**src/core/wcr_defs.svh**
```systemverilog
/*
 * Offsets, field positions, reset values and timing counts of the
 * countdown watchdog. Assumes a 20 MHz block clock.
 */
`ifndef WCR_DEFS_SVH
`define WCR_DEFS_SVH

// ----------------------------------------------------------------
// Register map (index, byte address is four times it)
// ----------------------------------------------------------------
`define WCR_IDX_CTRL     12'h02A
`define WCR_IDX_STAT     12'h02E
`define WCR_ADDR_CTRL    (`WCR_IDX_CTRL << 2)
`define WCR_ADDR_STAT    (`WCR_IDX_STAT << 2)

// ----------------------------------------------------------------
// Fields and reset values
// ----------------------------------------------------------------
`define WCR_ACT_BIT      7
`define WCR_TOP_BIT      6
`define WCR_CTRL_RST     8'h7F
`define WCR_CNT_ROLL     7'h40
`define WCR_ST_ACTIVE    0
`define WCR_ST_RESETTING 1
`define WCR_ST_FROZEN    2
`define WCR_ST_ACT_HALT  3
`define WCR_ST_WAKING    4
`define WCR_ST_HALT_DEC  5

// ----------------------------------------------------------------
// Timing
// ----------------------------------------------------------------
`define WCR_PRESC_DIV    16384
`define WCR_WAKE_SHORT   13'd256
`define WCR_WAKE_LONG    13'd4096
`define WCR_CLK_NS       50
`define WCR_PULSE_NS     30000
`define WCR_PULSE_CYC    \
    ((`WCR_PULSE_NS + `WCR_CLK_NS - 1) / `WCR_CLK_NS)

`endif

```
**src/core/wcr_pkg.sv**
```systemverilog
/*
 * Types of the countdown watchdog.
 * Assumes nothing beyond a SystemVerilog compiler.
 */
package wcr_pkg;

    typedef enum logic [2:0] {
        WCR_BOOT,
        WCR_RUN,
        WCR_HALT_DEC,
        WCR_FROZEN,
        WCR_ACT_HALT,
        WCR_WAKE
    } wcr_state_e;

    typedef logic [6:0] wcr_cnt_t;

endpackage : wcr_pkg

```
**src/core/wcr_top.sv**
```systemverilog
/*
 * Countdown watchdog with low-power handling and APB access.
 * Assumes halt, interrupt and option inputs come from logic on CLK.
 */
// Local design decision: the APB interface to the registers.
`timescale 1ns/1ns
`include "wcr_defs.svh"

module wcr_top
    import wcr_pkg::*;
#(
    parameter int PRESC_DIV = `WCR_PRESC_DIV
)
(
    input  wire logic        CLK,
    input  wire logic        RST,
    input  wire logic        PSEL,
    input  wire logic        PENABLE,
    input  wire logic        PWRITE,
    input  wire logic [11:0] PADDR,
    input  wire logic [31:0] PWDATA,
    output logic      [31:0] PRDATA,
    output logic             PREADY,
    output logic             PSLVERR,
    input  wire logic        HALT_EXEC,
    input  wire logic        OSC_INTERRUPT_ENABLE,
    input  wire logic        HALT_RESET_OPTION,
    input  wire logic        HW_WATCHDOG_OPTION,
    input  wire logic        WAKE_DELAY_LONG,
    input  wire logic        OSC_IRQ,
    input  wire logic        EXT_IRQ,
    output logic             WDG_RESET_N,
    output logic             WDG_ACTIVE
);

    localparam int PULSE_CYC = `WCR_PULSE_CYC;
    localparam logic [9:0] PULSE_LOAD = 10'(PULSE_CYC);

    wcr_state_e  state;
    wcr_state_e  next_state;
    wcr_cnt_t    counter_value;
    logic        watchdog_activate;
    logic        tick;
    logic        active;
    logic        wr_access;
    logic        rd_setup;
    logic        hit_ctrl;
    logic        hit_stat;
    logic        wr_ctrl;
    logic        dec_en;
    logic        roll_fire;
    logic        soft_fire;
    logic        halt_fire;
    logic        fire;
    logic [12:0] wake_cnt;
    logic [9:0]  pulse_cnt;
    logic [7:0]  ctrl_view;
    logic [7:0]  stat_view;

    // ------------------------------------------------------------
    // Prescaler
    // ------------------------------------------------------------
    wcr_prescaler #(
        .DIV (PRESC_DIV)
    ) u_presc (
        .CLK  (CLK),
        .RST  (RST),
        .TICK (tick)
    );

    // ------------------------------------------------------------
    // APB decode
    // ------------------------------------------------------------
    assign hit_ctrl  = (PADDR == `WCR_ADDR_CTRL);
    assign hit_stat  = (PADDR == `WCR_ADDR_STAT);
    assign wr_access = PSEL && PENABLE && PWRITE;
    assign rd_setup  = PSEL && !PENABLE && !PWRITE;
    assign wr_ctrl   = wr_access && hit_ctrl;
    assign PREADY    = 1'b1;
    assign PSLVERR   = PSEL && PENABLE && !(hit_ctrl || hit_stat);

    // ------------------------------------------------------------
    // Activation
    // ------------------------------------------------------------
    // hardware option forces active
    assign active = watchdog_activate || HW_WATCHDOG_OPTION;

    always_ff @(posedge CLK or posedge RST)
    begin
        if (RST)
        begin
            watchdog_activate <= 1'b0;
        end
        else if (wr_ctrl && PWDATA[`WCR_ACT_BIT])
        begin
            watchdog_activate <= 1'b1;
        end
    end

    // ------------------------------------------------------------
    // Counter
    // ------------------------------------------------------------
    // runs regardless of activation
    // slow and wait are not inputs
    assign dec_en = tick
                    && (state == WCR_RUN || state == WCR_HALT_DEC);

    always_ff @(posedge CLK or posedge RST)
    begin
        if (RST)
        begin
            counter_value <= 7'(`WCR_CTRL_RST);
        end
        else if (wr_ctrl)
        begin
            counter_value <= PWDATA[6:0];
        end
        else if (dec_en)
        begin
            counter_value <= counter_value - 7'h01;
        end
    end

    // ------------------------------------------------------------
    // Reset causes
    // ------------------------------------------------------------
    // roll from 40h to 3Fh
    assign roll_fire = active && dec_en && (state == WCR_RUN)
                       && (counter_value == `WCR_CNT_ROLL)
                       && !wr_ctrl;

    assign soft_fire = wr_ctrl
                       && (PWDATA[`WCR_ACT_BIT] || active)
                       && !PWDATA[`WCR_TOP_BIT];

    assign halt_fire = HALT_EXEC && (state == WCR_RUN)
                       && !OSC_INTERRUPT_ENABLE && HALT_RESET_OPTION;

    assign fire = roll_fire || soft_fire || halt_fire;

    // ------------------------------------------------------------
    // Reset pulse
    // ------------------------------------------------------------
    // low for about 30 us
    always_ff @(posedge CLK or posedge RST)
    begin
        if (RST)
        begin
            pulse_cnt <= 10'h000;
        end
        else if (fire && pulse_cnt == 10'h000)
        begin
            pulse_cnt <= PULSE_LOAD;
        end
        else if (pulse_cnt != 10'h000)
        begin
            pulse_cnt <= pulse_cnt - 10'h001;
        end
    end

    always_ff @(posedge CLK or posedge RST)
    begin
        if (RST)
        begin
            WDG_RESET_N <= 1'b1;
        end
        else
        begin
            WDG_RESET_N <= !(fire || pulse_cnt > 10'h001);
        end
    end

    always_ff @(posedge CLK or posedge RST)
    begin
        if (RST)
        begin
            WDG_ACTIVE <= 1'b0;
        end
        else
        begin
            WDG_ACTIVE <= active;
        end
    end

    // ------------------------------------------------------------
    // Power mode sequencer
    // ------------------------------------------------------------
    always_comb
    begin
        next_state = state;
        unique case (state)
            WCR_BOOT:
            begin
                next_state = WCR_WAKE;
            end
            WCR_RUN:
            begin
                if (HALT_EXEC && OSC_INTERRUPT_ENABLE)
                begin
                    next_state = WCR_ACT_HALT;
                end
                else if (HALT_EXEC && !HALT_RESET_OPTION)
                begin
                    next_state = WCR_HALT_DEC;
                end
            end
            WCR_HALT_DEC:
            begin
                if (EXT_IRQ)
                begin
                    next_state = WCR_WAKE;
                end
                else if (tick)
                begin
                    next_state = WCR_FROZEN;
                end
            end
            WCR_FROZEN:
            begin
                if (EXT_IRQ)
                begin
                    next_state = WCR_WAKE;
                end
            end
            WCR_ACT_HALT:
            begin
                if (OSC_IRQ || EXT_IRQ)
                begin
                    next_state = WCR_RUN;
                end
            end
            WCR_WAKE:
            begin
                if (wake_cnt == 13'd1)
                begin
                    next_state = WCR_RUN;
                end
            end
        endcase
    end

    always_ff @(posedge CLK or posedge RST)
    begin
        if (RST)
        begin
            state <= WCR_BOOT;
        end
        else
        begin
            state <= next_state;
        end
    end

    // ------------------------------------------------------------
    // Wake delay
    // ------------------------------------------------------------
    // 256 or 4096 clocks
    always_ff @(posedge CLK or posedge RST)
    begin
        if (RST)
        begin
            wake_cnt <= 13'd0;
        end
        else if (next_state == WCR_WAKE && state != WCR_WAKE)
        begin
            wake_cnt <= WAKE_DELAY_LONG ? `WCR_WAKE_LONG
                                        : `WCR_WAKE_SHORT;
        end
        else if (state == WCR_WAKE && wake_cnt != 13'd0)
        begin
            wake_cnt <= wake_cnt - 13'd1;
        end
    end

    // ------------------------------------------------------------
    // Read data
    // ------------------------------------------------------------
    assign ctrl_view = {watchdog_activate, counter_value};

    always_comb
    begin
        stat_view = 8'h00;
        stat_view[`WCR_ST_ACTIVE]    = active;
        stat_view[`WCR_ST_RESETTING] = (pulse_cnt != 10'h000);
        stat_view[`WCR_ST_FROZEN]    = (state == WCR_FROZEN);
        stat_view[`WCR_ST_ACT_HALT]  = (state == WCR_ACT_HALT);
        stat_view[`WCR_ST_WAKING]    = (state == WCR_WAKE)
                                       || (state == WCR_BOOT);
        stat_view[`WCR_ST_HALT_DEC]  = (state == WCR_HALT_DEC);
    end

    always_ff @(posedge CLK or posedge RST)
    begin
        if (RST)
        begin
            PRDATA <= 32'h00000000;
        end
        else if (rd_setup)
        begin
            if (hit_ctrl)
            begin
                PRDATA <= {24'h000000, ctrl_view};
            end
            else if (hit_stat)
            begin
                PRDATA <= {24'h000000, stat_view};
            end
            else
            begin
                PRDATA <= 32'h00000000;
            end
        end
    end

endmodule : wcr_top

```
**src/core/wcr_prescaler.sv**
```systemverilog
/*
 * Free-running divider giving one tick per DIV clocks.
 * Assumes a synchronous clock and active-high asynchronous reset.
 */
`timescale 1ns/1ns

module wcr_prescaler
    import wcr_pkg::*;
#(
    parameter int DIV = 16384
)
(
    input  wire logic CLK,
    input  wire logic RST,
    output logic      TICK
);

    localparam int W = $clog2(DIV);
    localparam logic [W-1:0] LAST = W'(DIV - 1);

    logic [W-1:0] phase;

    // ------------------------------------------------------------
    // Phase counter
    // ------------------------------------------------------------
    always_ff @(posedge CLK or posedge RST)
    begin
        if (RST)
        begin
            phase <= '0;
            TICK  <= 1'b0;
        end
        else
        begin
            TICK  <= (phase == LAST);
            phase <= (phase == LAST) ? '0 : phase + 1'b1;
        end
    end

endmodule : wcr_prescaler

```
**config.mk**
```make
export PLATFORM = sky130hd
export DESIGN_NAME = wcr_top
export DESIGN_NICKNAME = d
export VERILOG_FILES = /design/src/core/wcr_pkg.sv /design/src/core/wcr_top.sv /design/src/core/wcr_prescaler.sv
export VERILOG_INCLUDE_DIRS = /design/src /design/src/core
export SDC_FILE = /design/constraint.sdc
export NUM_CORES = 1
export LEC_CHECK = 0
export CAP_MARGIN = 20
export CORE_MARGIN = 2
export CORE_UTILIZATION = 55
export DETAILED_ROUTE_END_ITERATION = 7
export DONT_BUFFER_PORTS = 1
export GPL_ROUTABILITY_DRIVEN = 0
export PLACE_DENSITY = 0.84
export SLEW_MARGIN = 5
export SYNTH_ARGS = -nofsm -noshare
export SYNTH_HDL_FRONTEND = slang
export SYNTH_HIERARCHICAL = 1
export SYNTH_SLANG_ARGS = --single-unit
```
**constraint.sdc**
```tcl
create_clock -name CLK -period 1.7 [get_ports CLK]
set_input_delay 0.085 -clock CLK [delete_from_list [all_inputs] [get_ports CLK]]
set_output_delay 0.085 -clock CLK [all_outputs]
set_load 0.01 [all_outputs]
```
==> impl_metrics.toml <==
[outcome]
outcome = "complete, but fails checks"
violations = "negative setup slack"

[global_routing]
grt_first_pass_wirelength_mm = 13.4
gr-usage-all-layers_pct = 23.6
grt_overflow_total = 0
antenna_found_initial = 0
grt_pass1_vias = 2868
grt_max_degree = 20

[cells_and_area]
final_cell_mix = "dfrtp_1 (49), buf_4 (44), nand2_1 (34), nor2_1 (25), conb_1 (25)"
areaGrowthSynthToFinish_pct = 23.8
antenna_cells = 0
fin_area_mm2 = 0.00425
post-route-util_pct = 71.0
drive_gt1_share_pct = 23.2
final_common_cell = "dfrtp_1"
final_nets = 484

[power]
p_leak_nw = 1.92
peakVddDrop_v = 0.000935
power_density_mw_per_mm2 = 1110

[drt]
num_vias = 3074
routed_via_density = 6.14
wl_per_cell_um = 17.1
drtIter0Drc = 197
drc_errors = 0
dr.pass1.iters = 5
ant_nets = 0
wl_mm = 8.57

[critical_path]
worstSetupPathType = "register to register"
worstPathArrival_ps = 2000
timing.rr.start = "wake_cnt[10]$_DFFE_PP0P_"
reg2reg_slack_ps = -90
cp_max_fo = 5
r2r_end = "wake_cnt[4]$_DFFE_PP0P_"
critPathTopFamily = "simple AND/OR/NAND/NOR gates"
end_kind = "register"
critPathRequiredTime_ps = 1910
ff2ff_path_depth = 4
start_kind = "register"
cp_cell_sequence = "or4_4 > o311a_4 > xnor2_1 > nor2_1"
critPathMaxStageDelay_ps = 600
crit_slowest_cell = "or4_4"
path_buf_inv = 0
critical_path_depth = 4

[yosys]
synth_seq_cells = 59
yosysTopAreaCell = "dfrtp_1"
synth.area.top_cells = "dfrtp_1 (37%), dfstp_2 (6.1%), buf_4 (5.5%)"
ys_seq_area_share_pct = 43.2
synth.cell_area_mm2 = 0.00344
ys.warnings.count = 6
synth_top_flop_cell = "dfrtp_1"
syn_inst = 365
synthArstFlopShare_pct = 100
synth_edf_count = 0
yosysTopAreaCellShare_pct = 37.1
synth_cell_types = 60
syn_area_per_cell_um2 = 9.42

[worst_hold_path]
min_to = "PRDATA[0]$_DFFE_PP0P_"
hold_class = "input pin to register"
hold_start = "PADDR[4]"
holdPathStages = 2

[clock_tree]
path_clk_slew_ps = 70
ctsLongestPathBuffers = 2
cts_sinks = 59
cts_tree = "built"
cts_buffers = 9
root_buffer = "clkbuf_8"
ctsHtreeMaxLevel = 3
insertion_delay_ps = 340

[sta]
setup_viol = 3
slew_viol_final = 0
grt_setup_unrepaired = "yes"
fin_crit_ps = 1790
setup_ws_ps = -92.9
maxSlewHeadroom_pct = 53.0
hold_viol = 0
max_freq_ghz = 0.558
worst_slew_pin_slew_ps = 700
finClkSkew_ps = 11.2
timing.final.crit_share_pct = 105

[die]
rows = 28
pin_count = 92
coreArea_mm2 = 0.00599
initial_utilization_pct = 57.4
die_y_um = 83.1
die_x_um = 83.1
fp.dieArea_mm2 = 0.00690

[placed_design]
hpwl_mm = 5.61
io_buffers = 0
detailed_place.area_mm2 = 0.00371

[job]
maxCapViolations = 0
-- worst register-to-register path, stage by stage, from the launching register on --
cell and delay (ps):
dfrtp_1 380, or4_4 600, o311a_4 420, xnor2_1 190, nor2_1 80
-- area by class of cell --
class                      instances  area, um2
inverter                          17       63.8
fill                             407       1740
sequential                        59       1490
multi-input combinational        275       1920
tap                               75       93.8
timing repair buffer              59        480
clock inverter                     1       30.0
clock buffer                      15        176
-- cell usage after synthesis (all sizes together), types with 2 or more instances --
| library cell | n |
|---|---|
| o211ai | 5 |
| nand4 | 10 |
| a21o | 3 |
| xor2 | 12 |
| o31ai | 6 |
| buf | 28 |
| dfstp | 8 |
| nor4 | 11 |
| nand4b | 3 |
| nor2b | 6 |
| or3 | 7 |
| a21oi | 16 |
| nand3b | 2 |
| o41ai | 4 |
| o211a | 2 |
| xnor2 | 8 |
| nand2 | 35 |
| clkbuf | 9 |
| nor3 | 10 |
| and3 | 4 |
| or4 | 9 |
| o21a | 2 |
| nor2 | 25 |
| o21ai | 10 |
| conb | 2 |
| nand3 | 14 |
| ha | 7 |
| inv | 17 |
| a31oi | 4 |
| dfrtp | 51 |
| nand2b | 5 |
| mux2i | 11 |
-- worst max path at each step --
stage	startpoint	end	slack, ps
after detailed placement	PADDR[10]	pulse_cnt[0]$_DFFE_PP0P_	-120
after global routing	wake_cnt[10]$_DFFE_PP0P_	wake_cnt[4]$_DFFE_PP0P_	-160
after CTS	wake_cnt[1]$_DFFE_PP0P_	wake_cnt[12]$_DFFE_PP0P_	3
after global placement	PADDR[10]	pulse_cnt[0]$_DFFE_PP0P_	-100
final	wake_cnt[10]$_DFFE_PP0P_	wake_cnt[4]$_DFFE_PP0P_	-90
after floorplan	PADDR[10]	pulse_cnt[0]$_DFFE_PP0P_	-50
-- report_power, final --
group	internal (mW)	switching [mW]
Sequential	1.56	0.221
Clock	0.800	0.540
Combinational	0.760	0.849
-- sequential cells by signal (all words and copies together) (netlist names) --
register	cells
WDG_RESET_N	1
pulse_cnt	10
state	3
u_presc/phase	14
WDG_ACTIVE	1
PRDATA	8
wake_cnt	13
counter_value	7
u_presc/TICK	1
watchdog_activate	1
-- logic make-up (layout without fill, tap and decap cells) --
group | count (synthesis) | after routing | share of synthesized area (%)
other | 2 | 25 | 0.219
AOI/OAI and AO/OA | 63 | 63 | 12.7
muxes | 12 | 12 | 3.53
and+or+nand+nor | 148 | 148 | 23.8
DFF | 59 | 59 | 43.2
buffers and inverters | 54 | 92 | 8.88
xor gates and xnor gates | 20 | 20 | 5.10
adders and majority gates | 7 | 7 | 2.55
-- stage by stage --
step	hold slack, ps	instances	worst slack, ps	total power, mW	setup TNS, ps
floorplan	-13.5	388	-49.8	2.54	-94.3
global placement	14.2	466	-99.0	2.89	-242
detailed placement	13.9	466	-123	2.96	-516
CTS	4.62	497	3.20	4.36	0
global route	14.5	501	-161	4.95	-532
finish	11.3	501	-92.9	4.73	-148
-- timing repair --
item / CTS / global route
pin swaps: 1 / 8
setup endpoints to repair: 7 / 17
gates resized for setup: 6 / 25
hold endpoints to repair: 50 / 0
setup buffers: 0 / 4
hold buffers: 15 / 0
-- layer usage --
layer / part of all wire (%) / GRT usage (%) / up-vias
met5: 0 / 0 / -
met1: 41 / 30.5 / 1499
met2: 50 / 38.9 / 158
met4: 2.6 / 8.94 / 0
met3: 6.6 / 5.17 / 25
li1: - / - / 1392
Power figures use the tool's default switching activity.
